## src/rtl/mbdc_params.svh

```systemverilog
// constants of the drive command register block
`ifndef MBDC_PARAMS_SVH
`define MBDC_PARAMS_SVH

// function codes and exception codes
`define MBDC_FC_READ_HOLDING   8'h03
`define MBDC_FC_WRITE_SINGLE   8'h06
`define MBDC_FC_WRITE_MULTI    8'h10
`define MBDC_EXC_ILLEGAL_FUNC  8'h01
`define MBDC_EXC_ILLEGAL_ADDR  8'h02

// register addresses (0-based, as seen on the wire)
`define MBDC_ADDR_COMMAND      16'h2000
`define MBDC_ADDR_REFERENCE    16'h2001

// selection values and the firmware revision that enables the output bits
`define MBDC_SEL_NETWORK_PORT  8'h05
`define MBDC_OUT_SEL_NETWORK   8'h14
`define MBDC_FRN_OUTPUT_BITS   16'h0401

// reset values
`define MBDC_RST_COMMAND       16'h0000
`define MBDC_RST_REFERENCE     16'h0000
`define MBDC_RST_FSRC          3'h1

// command word field positions
`define MBDC_BIT_STOP          0
`define MBDC_BIT_START         1
`define MBDC_BIT_JOG           2
`define MBDC_BIT_CLEAR         3
`define MBDC_BIT_DIR_LSB       4
`define MBDC_BIT_OPTO1         6
`define MBDC_BIT_OPTO2         7
`define MBDC_BIT_ACCEL_LSB     8
`define MBDC_BIT_DECEL_LSB     10
`define MBDC_BIT_FSRC_LSB      12
`define MBDC_BIT_RELAY         15

// two-bit field codes and the three-bit no-source code
`define MBDC_CODE_ONE          2'h1
`define MBDC_CODE_TWO          2'h2
`define MBDC_FSRC_NONE         3'h0

`endif

```

## src/rtl/mbdc_pkg.sv

```systemverilog
// types of the drive command register block
package mbdc_pkg;

  typedef struct packed {
    logic [7:0]  func;
    logic [15:0] addr;
    logic [15:0] data;
  } mbdc_req_t;

  typedef struct packed {
    logic        exc;
    logic [7:0]  code;
    logic [15:0] data;
  } mbdc_resp_t;

  typedef struct packed {
    logic       stop;
    logic       start;
    logic       jog;
    logic       clear_faults;
    logic [1:0] dir_cmd;
    logic       opto1;
    logic       opto2;
    logic [1:0] accel_cmd;
    logic [1:0] decel_cmd;
    logic [2:0] fsrc_cmd;
    logic       relay;
  } mbdc_fields_t;

  typedef enum logic [2:0] {
    MBDC_FSRC_SPEED_REF = 3'h1,
    MBDC_FSRC_INTERNAL  = 3'h2,
    MBDC_FSRC_NETWORK   = 3'h3,
    MBDC_FSRC_PRESET0   = 3'h4,
    MBDC_FSRC_PRESET1   = 3'h5,
    MBDC_FSRC_PRESET2   = 3'h6,
    MBDC_FSRC_PRESET3   = 3'h7
  } mbdc_fsrc_t;

  typedef struct packed {
    logic       stop;
    logic       start;
    logic       jog;
    logic       clear_faults;
    logic       dir_reverse;
    logic       accel_rate2;
    logic       decel_rate2;
    logic [2:0] fsrc;
    logic       opto1;
    logic       opto2;
    logic       relay;
  } mbdc_drive_t;

  typedef enum logic [1:0] {
    MBDC_ST_IDLE   = 2'b01,
    MBDC_ST_ANSWER = 2'b10
  } mbdc_state_t;

endpackage

```

## src/rtl/mbdc_cmd_decode.sv

```systemverilog
// splits a command word into its fields
`timescale 1ns/1ns
`default_nettype none
`include "mbdc_params.svh"

module mbdc_cmd_decode
  import mbdc_pkg::*;
(
  input  wire logic [15:0]  i_word,
  output var  mbdc_fields_t o_fields
);

  always_comb begin
    o_fields.stop         = i_word[`MBDC_BIT_STOP];
    o_fields.start        = i_word[`MBDC_BIT_START];
    o_fields.jog          = i_word[`MBDC_BIT_JOG];
    o_fields.clear_faults = i_word[`MBDC_BIT_CLEAR];
    o_fields.dir_cmd      = i_word[`MBDC_BIT_DIR_LSB +: 2];
    o_fields.opto1        = i_word[`MBDC_BIT_OPTO1];
    o_fields.opto2        = i_word[`MBDC_BIT_OPTO2];
    o_fields.accel_cmd    = i_word[`MBDC_BIT_ACCEL_LSB +: 2];
    o_fields.decel_cmd    = i_word[`MBDC_BIT_DECEL_LSB +: 2];
    o_fields.fsrc_cmd     = i_word[`MBDC_BIT_FSRC_LSB +: 3];
    o_fields.relay        = i_word[`MBDC_BIT_RELAY];
  end

endmodule // mbdc_cmd_decode

`default_nettype wire

```

## src/rtl/mbdc_cmd_regs.sv

```systemverilog
// command word and speed reference holding registers of the drive
//
// Contract
// - Only read holding, write single and write multiple function codes are served; any other code is answered with exception 1.
// - Command word writes at 8192 act on bits 0..5 and 8..14 only while start source is 5; bits 6, 7 and 15 ignore start source.
// - A read of address 8192 returns the current command word.
// - Bits 0..3 request stop, start, jog and fault clear; zero requests nothing.
// - Bits 5,4: 01 forward, 10 reverse, 00 and 11 no direction command.
// - Newer firmware: bits 6 and 7 drive opto outputs when their select is 20.
// - Newer firmware: bit 15 drives the relay when its select is 20.
// - Bits 9,8: 01 accel rate 1, 10 rate 2, 11 hold, 00 none.
// - Bits 11,10: 01 decel rate 1, 10 rate 2, 11 hold, 00 none.
// - Bits 14..12 pick frequency source; 000 none, 100..111 presets 0..3.
// - Reference writes at 8193 are used only while reference select is 5.
// - The reference is unsigned tenths of a hertz.
// - A read of address 8193 returns the stored reference.
`timescale 1ns/1ns
`default_nettype none
`include "mbdc_params.svh"

module mbdc_cmd_regs
  import mbdc_pkg::*;
(
  input  wire logic        i_clock,
  input  wire logic        i_reset,
  input  wire logic        i_req_valid,
  input  wire mbdc_req_t   i_req,
  output var  logic        o_req_ready,
  output var  logic        o_resp_valid,
  output var  mbdc_resp_t  o_resp,
  input  wire logic [7:0]  i_start_source_select,
  input  wire logic [7:0]  i_speed_reference_select,
  input  wire logic [7:0]  i_opto_output_1_select,
  input  wire logic [7:0]  i_opto_output_2_select,
  input  wire logic [7:0]  i_relay_output_select,
  input  wire logic [15:0] i_firmware_revision,
  output var  mbdc_drive_t o_drive,
  output var  logic [15:0] o_speed_ref,
  output var  logic        o_speed_ref_valid
);

  // ****************************************************************
  // helpers
  // ****************************************************************
  // 01 picks rate 1, 10 picks rate 2, 11 and 00 keep the current rate
  function automatic logic rate_next(input logic cur, input logic [1:0] cmd);
    logic nxt;
    nxt = cur;
    if (cmd == `MBDC_CODE_ONE) begin
      nxt = 1'b0;
    end else if (cmd == `MBDC_CODE_TWO) begin
      nxt = 1'b1;
    end
    return nxt;
  endfunction

  mbdc_state_t  state_q, state_d;
  logic [15:0]  cmd_q, cmd_d;
  logic [15:0]  ref_q, ref_d;
  mbdc_resp_t   resp_q, resp_d;
  logic         dir_rev_q, dir_rev_d;
  logic         accel_q, accel_d;
  logic         decel_q, decel_d;
  logic [2:0]   fsrc_q, fsrc_d;
  mbdc_drive_t  drive_q, drive_d;
  logic         ref_valid_q, ref_valid_d;
  mbdc_fields_t fields;
  logic         take;
  logic         is_read;
  logic         is_write;
  logic         func_ok;
  logic         addr_cmd;
  logic         addr_ref;
  logic         cmd_wr;
  logic         net_run;
  logic         net_ref;
  logic         newer_fw;

  assign take     = i_req_valid && (state_q == MBDC_ST_IDLE);
  assign is_read  = i_req.func == `MBDC_FC_READ_HOLDING;
  assign is_write = (i_req.func == `MBDC_FC_WRITE_SINGLE) || (i_req.func == `MBDC_FC_WRITE_MULTI);
  assign func_ok  = is_read || is_write;
  assign addr_cmd = i_req.addr == `MBDC_ADDR_COMMAND;
  assign addr_ref = i_req.addr == `MBDC_ADDR_REFERENCE;
  assign cmd_wr   = take && is_write && addr_cmd;
  assign net_run  = i_start_source_select == `MBDC_SEL_NETWORK_PORT;
  assign net_ref  = i_speed_reference_select == `MBDC_SEL_NETWORK_PORT;
  assign newer_fw = i_firmware_revision >= `MBDC_FRN_OUTPUT_BITS;

  // ****************************************************************
  // request handling
  // ****************************************************************
  always_comb begin
    state_d = state_q;
    cmd_d   = cmd_q;
    ref_d   = ref_q;
    resp_d  = resp_q;
    unique case (state_q)
      MBDC_ST_IDLE: begin
        if (i_req_valid) begin
          state_d     = MBDC_ST_ANSWER;
          resp_d.exc  = 1'b0;
          resp_d.code = i_req.func;
          resp_d.data = i_req.data;
          if (!func_ok) begin
            resp_d.exc  = 1'b1;
            resp_d.code = `MBDC_EXC_ILLEGAL_FUNC;
            resp_d.data = 16'h0000;
          end else if (!addr_cmd && !addr_ref) begin
            resp_d.exc  = 1'b1;
            resp_d.code = `MBDC_EXC_ILLEGAL_ADDR;
            resp_d.data = 16'h0000;
          end else if (is_read) begin
            resp_d.data = addr_cmd ? cmd_q : ref_q;
          end else if (addr_cmd) begin
            cmd_d = i_req.data;
          end else begin
            ref_d = i_req.data;
          end
        end
      end
      MBDC_ST_ANSWER: begin
        state_d = MBDC_ST_IDLE;
      end
    endcase
  end

  always_ff @(posedge i_clock) begin
    if (i_reset) begin
      state_q <= MBDC_ST_IDLE;
      cmd_q   <= `MBDC_RST_COMMAND;
      ref_q   <= `MBDC_RST_REFERENCE;
      resp_q  <= '0;
    end else begin
      state_q <= state_d;
      cmd_q   <= cmd_d;
      ref_q   <= ref_d;
      resp_q  <= resp_d;
    end
  end

  assign o_req_ready  = state_q == MBDC_ST_IDLE;
  assign o_resp_valid = state_q == MBDC_ST_ANSWER;
  assign o_resp       = resp_q;

  // ****************************************************************
  // drive command decode
  // ****************************************************************
  mbdc_cmd_decode mbdc_cmd_decode_inst (
    .i_word   (cmd_d),
    .o_fields (fields)
  );

  always_comb begin
    dir_rev_d = dir_rev_q;
    accel_d   = accel_q;
    decel_d   = decel_q;
    fsrc_d    = fsrc_q;
    if (cmd_wr && net_run) begin
      if (fields.dir_cmd == `MBDC_CODE_ONE) begin
        dir_rev_d = 1'b0;
      end else if (fields.dir_cmd == `MBDC_CODE_TWO) begin
        dir_rev_d = 1'b1;
      end
      accel_d = rate_next(accel_q, fields.accel_cmd);
      decel_d = rate_next(decel_q, fields.decel_cmd);
      if (fields.fsrc_cmd != `MBDC_FSRC_NONE) begin
        fsrc_d = fields.fsrc_cmd;
      end
    end
    drive_d.stop         = net_run && fields.stop;
    drive_d.start        = net_run && fields.start;
    drive_d.jog          = net_run && fields.jog;
    drive_d.clear_faults = net_run && fields.clear_faults;
    drive_d.dir_reverse  = dir_rev_d;
    drive_d.accel_rate2  = accel_d;
    drive_d.decel_rate2  = decel_d;
    drive_d.fsrc         = fsrc_d;
    drive_d.opto1        = newer_fw && (i_opto_output_1_select == `MBDC_OUT_SEL_NETWORK) && fields.opto1;
    drive_d.opto2        = newer_fw && (i_opto_output_2_select == `MBDC_OUT_SEL_NETWORK) && fields.opto2;
    drive_d.relay        = newer_fw && (i_relay_output_select == `MBDC_OUT_SEL_NETWORK) && fields.relay;
    ref_valid_d          = net_ref;
  end

  always_ff @(posedge i_clock) begin
    if (i_reset) begin
      dir_rev_q   <= 1'b0;
      accel_q     <= 1'b0;
      decel_q     <= 1'b0;
      fsrc_q      <= `MBDC_RST_FSRC;
      drive_q     <= '{fsrc: `MBDC_RST_FSRC, default: 1'b0};
      ref_valid_q <= 1'b0;
    end else begin
      dir_rev_q   <= dir_rev_d;
      accel_q     <= accel_d;
      decel_q     <= decel_d;
      fsrc_q      <= fsrc_d;
      drive_q     <= drive_d;
      ref_valid_q <= ref_valid_d;
    end
  end

  assign o_drive           = drive_q;
  assign o_speed_ref       = ref_q;
  assign o_speed_ref_valid = ref_valid_q;
endmodule // mbdc_cmd_regs

`default_nettype wire

```

## config.mk

```make
export PLATFORM = sky130hd
export DESIGN_NAME = mbdc_cmd_regs
export DESIGN_NICKNAME = d
export VERILOG_FILES = /design/src/rtl/mbdc_pkg.sv /design/src/rtl/mbdc_cmd_decode.sv /design/src/rtl/mbdc_cmd_regs.sv
export VERILOG_INCLUDE_DIRS = /design/src /design/src/rtl
export SDC_FILE = /design/constraint.sdc
export NUM_CORES = 1
export LEC_CHECK = 0
export ABC_AREA = 1
export BUFFER_PORTS_ARGS = -buffer_cell sky130_fd_sc_hd__buf_2
export CORE_MARGIN = 2
export CORE_UTILIZATION = 43
export DETAILED_ROUTE_END_ITERATION = 10
export GPL_TIMING_DRIVEN = 0
export PLACE_DENSITY = 0.77
export SYNTH_ARGS = -nofsm -noshare
export SYNTH_HDL_FRONTEND = slang
export SYNTH_SLANG_ARGS = --single-unit
```

## constraint.sdc

```tcl
create_clock -name i_clock -period 1.8 [get_ports i_clock]
set_input_delay 0.09 -clock i_clock [delete_from_list [all_inputs] [get_ports i_clock]]
set_output_delay 0.09 -clock i_clock [all_outputs]
set_load 0.01 [all_outputs]
```

==> qor.yml, run 1 <==
outcome:
  status: "finished with violations"
  violations: "negative setup slack"
worst_setup_path:
  r2r_slack_ns: -0.04
  path_cells: "inv_2, nand2_2, nor2_4, inv_4, nor2_4, nand2_4, buf_8, mux2i_4, ha_1, nor2_1, o21ai_1, a21oi_1"
  crit_family: "simple AND/OR/NAND/NOR gates"
  crit_path_top_delay_cell: "dfxtp_2"
  worstSetupPathType: "flop to flop"
  r2r_end: "o_drive[8]$_SDFFE_PP0P_"
  path_buf_inv: 3
  startpoint_type: "flop"
  setup.worst_path.end_class: "flop"
  slowest_delay_ns: 0.32
  crit_required_ns: 2.08
  critPathMaxFanout: 4
  reg2reg_depth: 12
  path_common_cell: "nor2_4"
  crit_arrival_ns: 2.12
  worstReg2RegStart: "state_q[1]$_SDFFE_PP0P_"
cells_and_area:
  area_growth_syn_to_layout_pct: 40.8
  fin_cells: 788
  final_cell_mix: "156 x buf_2, 109 x nand2_1, 71 x dfxtp_1, 55 x inv_1"
  multiInputGateArea_mm2: 0.00177
  seq_area_mm2: 0.00146
  insertedDiodeCount: 0
  fillCellCount: 690
  final_area_mm2: 0.00494
  mostFrequentLayoutCell: "buf_2"
  drive_gt1_frac: 0.357
  nets: 783
route:
  drtIter0Drc: 177
  avgViaCountPerCell: 4.94
  num_vias: 3889
  route.detailed.drc: 0
  wl_per_cell_um: 13.9
  routed_wl_um: 10900
  dr.pass1.iters: 5
  ant_nets: 0
yosys:
  synth-seq-cells: 73
  yosys.area.top_type: "dfxtp_1"
  post_synth_num_cell_types: 35
  synth.area.top_cells: "dfxtp_1 42%, nand2_1 12%, a21oi_1 7.7%"
  syn_avg_cell_area_um2: 7.14
  synth_seq_area_share: 0.416
  synthCells: 492
  yosys_warnings: 0
  syn_nets: 594
  synth.top_cell.area_share: 0.416
  synth.cell_area_mm2: 0.00351
clock_network:
  cts_buffers: 9
  worstSkewPairLatency_ns: 0.35
  clkTransAtPathRegs_ns: 0.08
  htreeDepth: 3
  clock_path_buffers: 2
  cts-root-buf: "clkbuf_8"
  cts_tree: "built"
  cts.sinks: 73
sta:
  hold_viol: 0
  clock_skew_ns: 0.00408
  min_period_ns: 1.84
  tightest_slew_ns: 0.694
  worst_slack_ns: -0.0365
  rsz0062_at_grt: "true"
  finalMaxSlewViolations: 0
  tns_ns: -0.0365
  fmax_ghz: 0.545
  slew_headroom: 0.537
  finalSetupViolCount: 1
  fin_hold_ws_ns: 0.00610
  min_period_over_period: 1.02
global_routing:
  gr-usage-met1: 0.295
  grt_usage: 0.241
  grt_pass1_vias: 3688
  use_met2: 0.415
  met3_usage: 0.0463
  grt-busiest-layer: "met2"
  grt_max_degree: 13
  antenna_found_initial: 0
  grt_pass1_wl_um: 16900
  grt_remaining_overflow: 0
pwr:
  p_leak_nw: 2.38
  p_per_area_mw_per_mm2: 666
  p_sw_frac: 0.242
  power_mw: 3.29
  internal-power_mw: 2.49
  pwr-share-clk: 0.407
  p_comb_frac: 0.098
  vdd_drop_max_v: 0.000400
  p_sw_mw: 0.798
  power_frac_seq: 0.495
place:
  place_area_mm2: 0.00442
  hpwl_um: 7830
  io_buffer_count: 154
  gp_congestion: 0.873
  dp.cells: 748
floorplan:
  die_area_mm2: 0.00890
  core-area_mm2: 0.00781
  ioPinCount: 156
  die_w_um: 94.4
  initial_core_util: 0.450
  rows: 32
  chipHeight_um: 94.4
hold_path:
  hold-path-endpoint: "cmd_q[1]$_SDFF_PP0_"
  hold_path.class: "input port to flop"
  holdCritStartpoint: "i_req[1]"
  hold_depth: 3
job:
  maxCapViolCount: 0
layout make-up:
type,count,area share
multi-input cells,335,0.358
flip-flops and latches,73,0.296
repair buffers,178,0.198
inverters,60,0.0461
clock buffers,12,0.0314
plain buffers,24,0.0347
clock inverters,4,0.0104
well taps,102,0.0258
layer usage:
metal / up-vias / part of all wire
li1: 1954 / -
met1: 1764 / 0.41
met2: 148 / 0.50
met3: 23 / 0.069
met4: 0 / 0.019
met5: - / 0
stage by stage:
step | util | setup WS [ns]
after floorplan | - | -0.0504
after global placement | 0.567 | -0.327
after detailed placement | 0.567 | -0.370
after CTS | 0.623 | -0.0214
after global routing | 0.633 | -0.101
final | 0.633 | -0.0365
tightest hold or removal path: stages:
cell     delay [ns]
buf_2          0.11
o21ai_1        0.08
inv_1          0.05
what timing repair did:
action                                 in CTS  in global routing
gates resized for setup                    12                 10
hold buffers                               11                  0
cloned                                      0                  0
buffers inserted                            9                  4
pin swaps                                   6                  6
endpoints found under the hold margin       7                  0
setup endpoints to repair                   3                  6
power groups by stage:
stage / Clock (mW) / Combinational, mW / Sequential, mW
2_1_floorplan: 0 / 0.123 / 1.67
3_3_place_gp: 0 / 0.274 / 1.66
3_5_place_dp: 0 / 0.284 / 1.66
4_1_cts: 1.34 / 0.311 / 1.63
5_1_grt: 1.41 / 0.357 / 1.63
6_report: 1.34 / 0.323 / 1.63
synthesized netlist by cell type, drive strengths merged:
cell,number
nand2,115
mux2i,3
nor3,7
nor2,67
inv,60
nand3b,5
ha,3
o221ai,1
nand4,1
nand3,6
or2,3
dfxtp,73
clkbuf,11
or3b,1
nor4,10
a21oi,65
buf,13
o21ai,46
and2,1
o211ai,1
logic make-up (layout without fill, tap and decap cells):
| logic type | Yosys count | count (layout) | synth area share |
|---|---|---|---|
| AND/OR/NAND/NOR | 216 | 216 | 0.280 |
| AO/OA/AOI/OAI | 113 | 113 | 0.176 |
| buffers and inverters | 84 | 278 | 0.109 |
| flip-flops | 73 | 73 | 0.416 |
| adder cells (fa/ha/maj) | 3 | 3 | 0.0107 |
| multiplexers | 3 | 3 | 0.00855 |
registers in the layout (all words and copies together) (netlist names):
register,flops
o_drive,13
cmd_q,16
o_speed_ref_valid,1
o_resp,25
o_speed_ref,16
state_q,2
worst max path at each step:
stage               slack [ns]  cells after the start                     from                       to
floorplan                -0.05                     12  state_q[1]$_SDFFE_PP0P_  o_drive[6]$_SDFFE_PP0P_
global placement         -0.33                     12  state_q[1]$_SDFFE_PP0P_  o_drive[8]$_SDFFE_PP0P_
detailed placement       -0.37                     12  state_q[1]$_SDFFE_PP0P_  o_drive[6]$_SDFFE_PP0P_
CTS                      -0.02                     12  state_q[1]$_SDFFE_PP0P_  o_drive[8]$_SDFFE_PP0P_
global route             -0.10                     12  state_q[1]$_SDFFE_PP0P_  o_drive[8]$_SDFFE_PP0P_
finish                   -0.04                     12  state_q[1]$_SDFFE_PP0P_  o_drive[8]$_SDFFE_PP0P_
(Power assumes the default switching activity.)
==> run 2, diff against run 1 <==
--- a/config.mk
+++ b/config.mk
@@ -8,7 +8,7 @@
 export LEC_CHECK = 0
 export ABC_AREA = 1
 export BUFFER_PORTS_ARGS = -buffer_cell sky130_fd_sc_hd__buf_2
-export CORE_MARGIN = 2
+export CORE_MARGIN = 5
 export CORE_UTILIZATION = 43
 export DETAILED_ROUTE_END_ITERATION = 10
 export GPL_TIMING_DRIVEN = 0
==> run 2 against run 1 <==
Effect of this change: the flow still finishes with violations (negative setup slack); sequential cell count unchanged; maximum frequency is 2.3% lower; sequential power barely moved; critical path type unchanged; largest cell class unchanged.
==> qor.yml, run 2 (synthesis gave the netlist of run 1 again) <==
outcome:
  status: "finished with violations"
  violations: "negative setup slack"
pwr:
  p_per_area_mw_per_mm2: 705
  power_mw: 3.53
  p_leak_nw: 2.42
  vdd_drop_max_v: 0.000572
cells_and_area:
  mostFrequentLayoutCell: "buf_2"
  fin_cells: 796
  area_growth_syn_to_layout_pct: 42.6
  insertedDiodeCount: 0
  final_cell_mix: "156 x buf_2, 109 x nand2_1, 71 x dfxtp_1, 55 x nor2_1, 55 x inv_1"
  drive_gt1_frac: 0.353
  nets: 788
  largest_reg_flops: 25
  fillCellCount: 766
  final_area_mm2: 0.00501
clock_network:
  worstSkewPairLatency_ns: 0.35
  cts.sinks: 73
  clock_path_buffers: 2
  cts_buffers: 9
  cts_tree: "built"
  cts-root-buf: "clkbuf_8"
  clkTransAtPathRegs_ns: 0.08
  htreeDepth: 3
sta:
  finalMaxSlewViolations: 0
  tightest_slew_ns: 0.662
  finalSetupViolCount: 3
  worst_slack_ns: -0.0798
  min_period_ns: 1.88
  hold_viol: 0
  clock_skew_ns: 0.00962
  min_period_over_period: 1.04
  fmax_ghz: 0.532
  rsz0062_at_grt: "true"
  slew_headroom: 0.559
place:
  dp.cells: 751
  gp_congestion: 0.872
  hpwl_um: 8190
  io_buffer_count: 154
  place_area_mm2: 0.00443
hold_path:
  holdCritStartpoint: "i_opto_output_1_select[0]"
  hold_path.class: "input port to flop"
floorplan:
  chipHeight_um: 100
  die_w_um: 100
  rows: 33
  core-area_mm2: 0.00809
  ioPinCount: 156
  die_area_mm2: 0.0101
  initial_core_util: 0.434
worst_setup_path:
  slowest_delay_ns: 0.32
  setup.worst_path.end_class: "flop"
  path_cells: "inv_2, nand2_4, nor2_4, inv_4, nor2_4, nand2_4, buf_12, mux2i_4, ha_1, nor2_2, o21ai_1, a21oi_1"
  crit_path_top_delay_cell: "dfxtp_2"
  worstSetupPathType: "flop to flop"
  crit_start: "state_q[1]$_SDFFE_PP0P_"
  worstReg2RegStart: "state_q[1]$_SDFFE_PP0P_"
  critPathMaxFanout: 5
  crit_arrival_ns: 2.16
  crit_required_ns: 2.08
  startpoint_type: "flop"
route:
  num_vias: 3923
  route.detailed.drc: 0
  wl_per_cell_um: 14.3
  dr.pass1.iters: 6
  drtIter0Drc: 165
  routed_wl_um: 11400
  ant_nets: 0
  avgViaCountPerCell: 4.93
global_routing:
  grt_pass1_wl_um: 17800
  grt_usage: 0.222
  antenna_found_initial: 0
  grt_remaining_overflow: 0
  grt_pass1_vias: 3975
  grt_max_degree: 14
job:
  maxCapViolCount: 0
## run 2: path summary, 6_finish.rpt
path,endpoint,slack [ns],cells past startpoint
max reg2reg,o_drive[7]$_SDFFE_PP0P_,-0.08,12
min reg2reg,o_resp[23]$_SDFFE_PP0P_,0.44,2
max,o_drive[7]$_SDFFE_PP0P_,-0.08,12
min,o_drive[2]$_SDFF_PP0_,0.02,4
## run 2: worst max-delay path: cells and delay by family (launching register included)
family,cells,cell delay (ns)
AOI/OAI and AO/OA,2,0.22
adders and majority gates,1,0.29
and+or+nand+nor,5,0.52
muxes,1,0.18
buffers and inverters,3,0.27
DFF,1,0.32
## run 2: layout make-up
cell class	count	area, um^2	area share
inverter	60	228	0.0455
sequential	73	1460	0.292
tap	105	131	0.0262
clock inverter	6	115	0.0230
buffer	24	176	0.0352
multi-input combinational	335	1740	0.348
timing repair buffer	183	1020	0.204
clock buffer	10	128	0.0255
## run 2: metrics by stage
stage                     TNS, ns   util  hold WS [ns]  setup WS [ns]
after global routing       -0.417  0.619       0.00766         -0.157
after CTS                 -0.0966  0.611       0.00223        -0.0531
after floorplan            -0.147      -         0.165        -0.0504
final                      -0.173  0.619        0.0166        -0.0798
after detailed placement    -1.11  0.547         0.256         -0.387
after global placement     -0.988  0.547         0.252         -0.340
## run 2: timing repair
item / in CTS / in global routing
pin swaps: 7 / 5
gates cloned: 0 / 0
hold buffers: 14 / 0
gates resized for setup: 13 / 7
setup buffers: 12 / 3
endpoints found under the setup margin: 3 / 6
hold endpoints to repair: 11 / 0
## run 2: power by group
group / internal, mW / switching (mW) / leakage [nW]
clock network: 0.928 / 0.628 / 0.117
registers: 1.62 / 0.00486 / 0.589
logic: 0.164 / 0.179 / 1.72
total: 2.72 / 0.812 / 2.42
## run 2: per-layer routing
metal,vias up,track usage,part of all wire
met1,1802,0.254,0.40
met3,29,0.0563,0.062
met4,0,0.0995,0.023
li1,1959,-,-
met2,133,0.389,0.51
met5,-,0,0
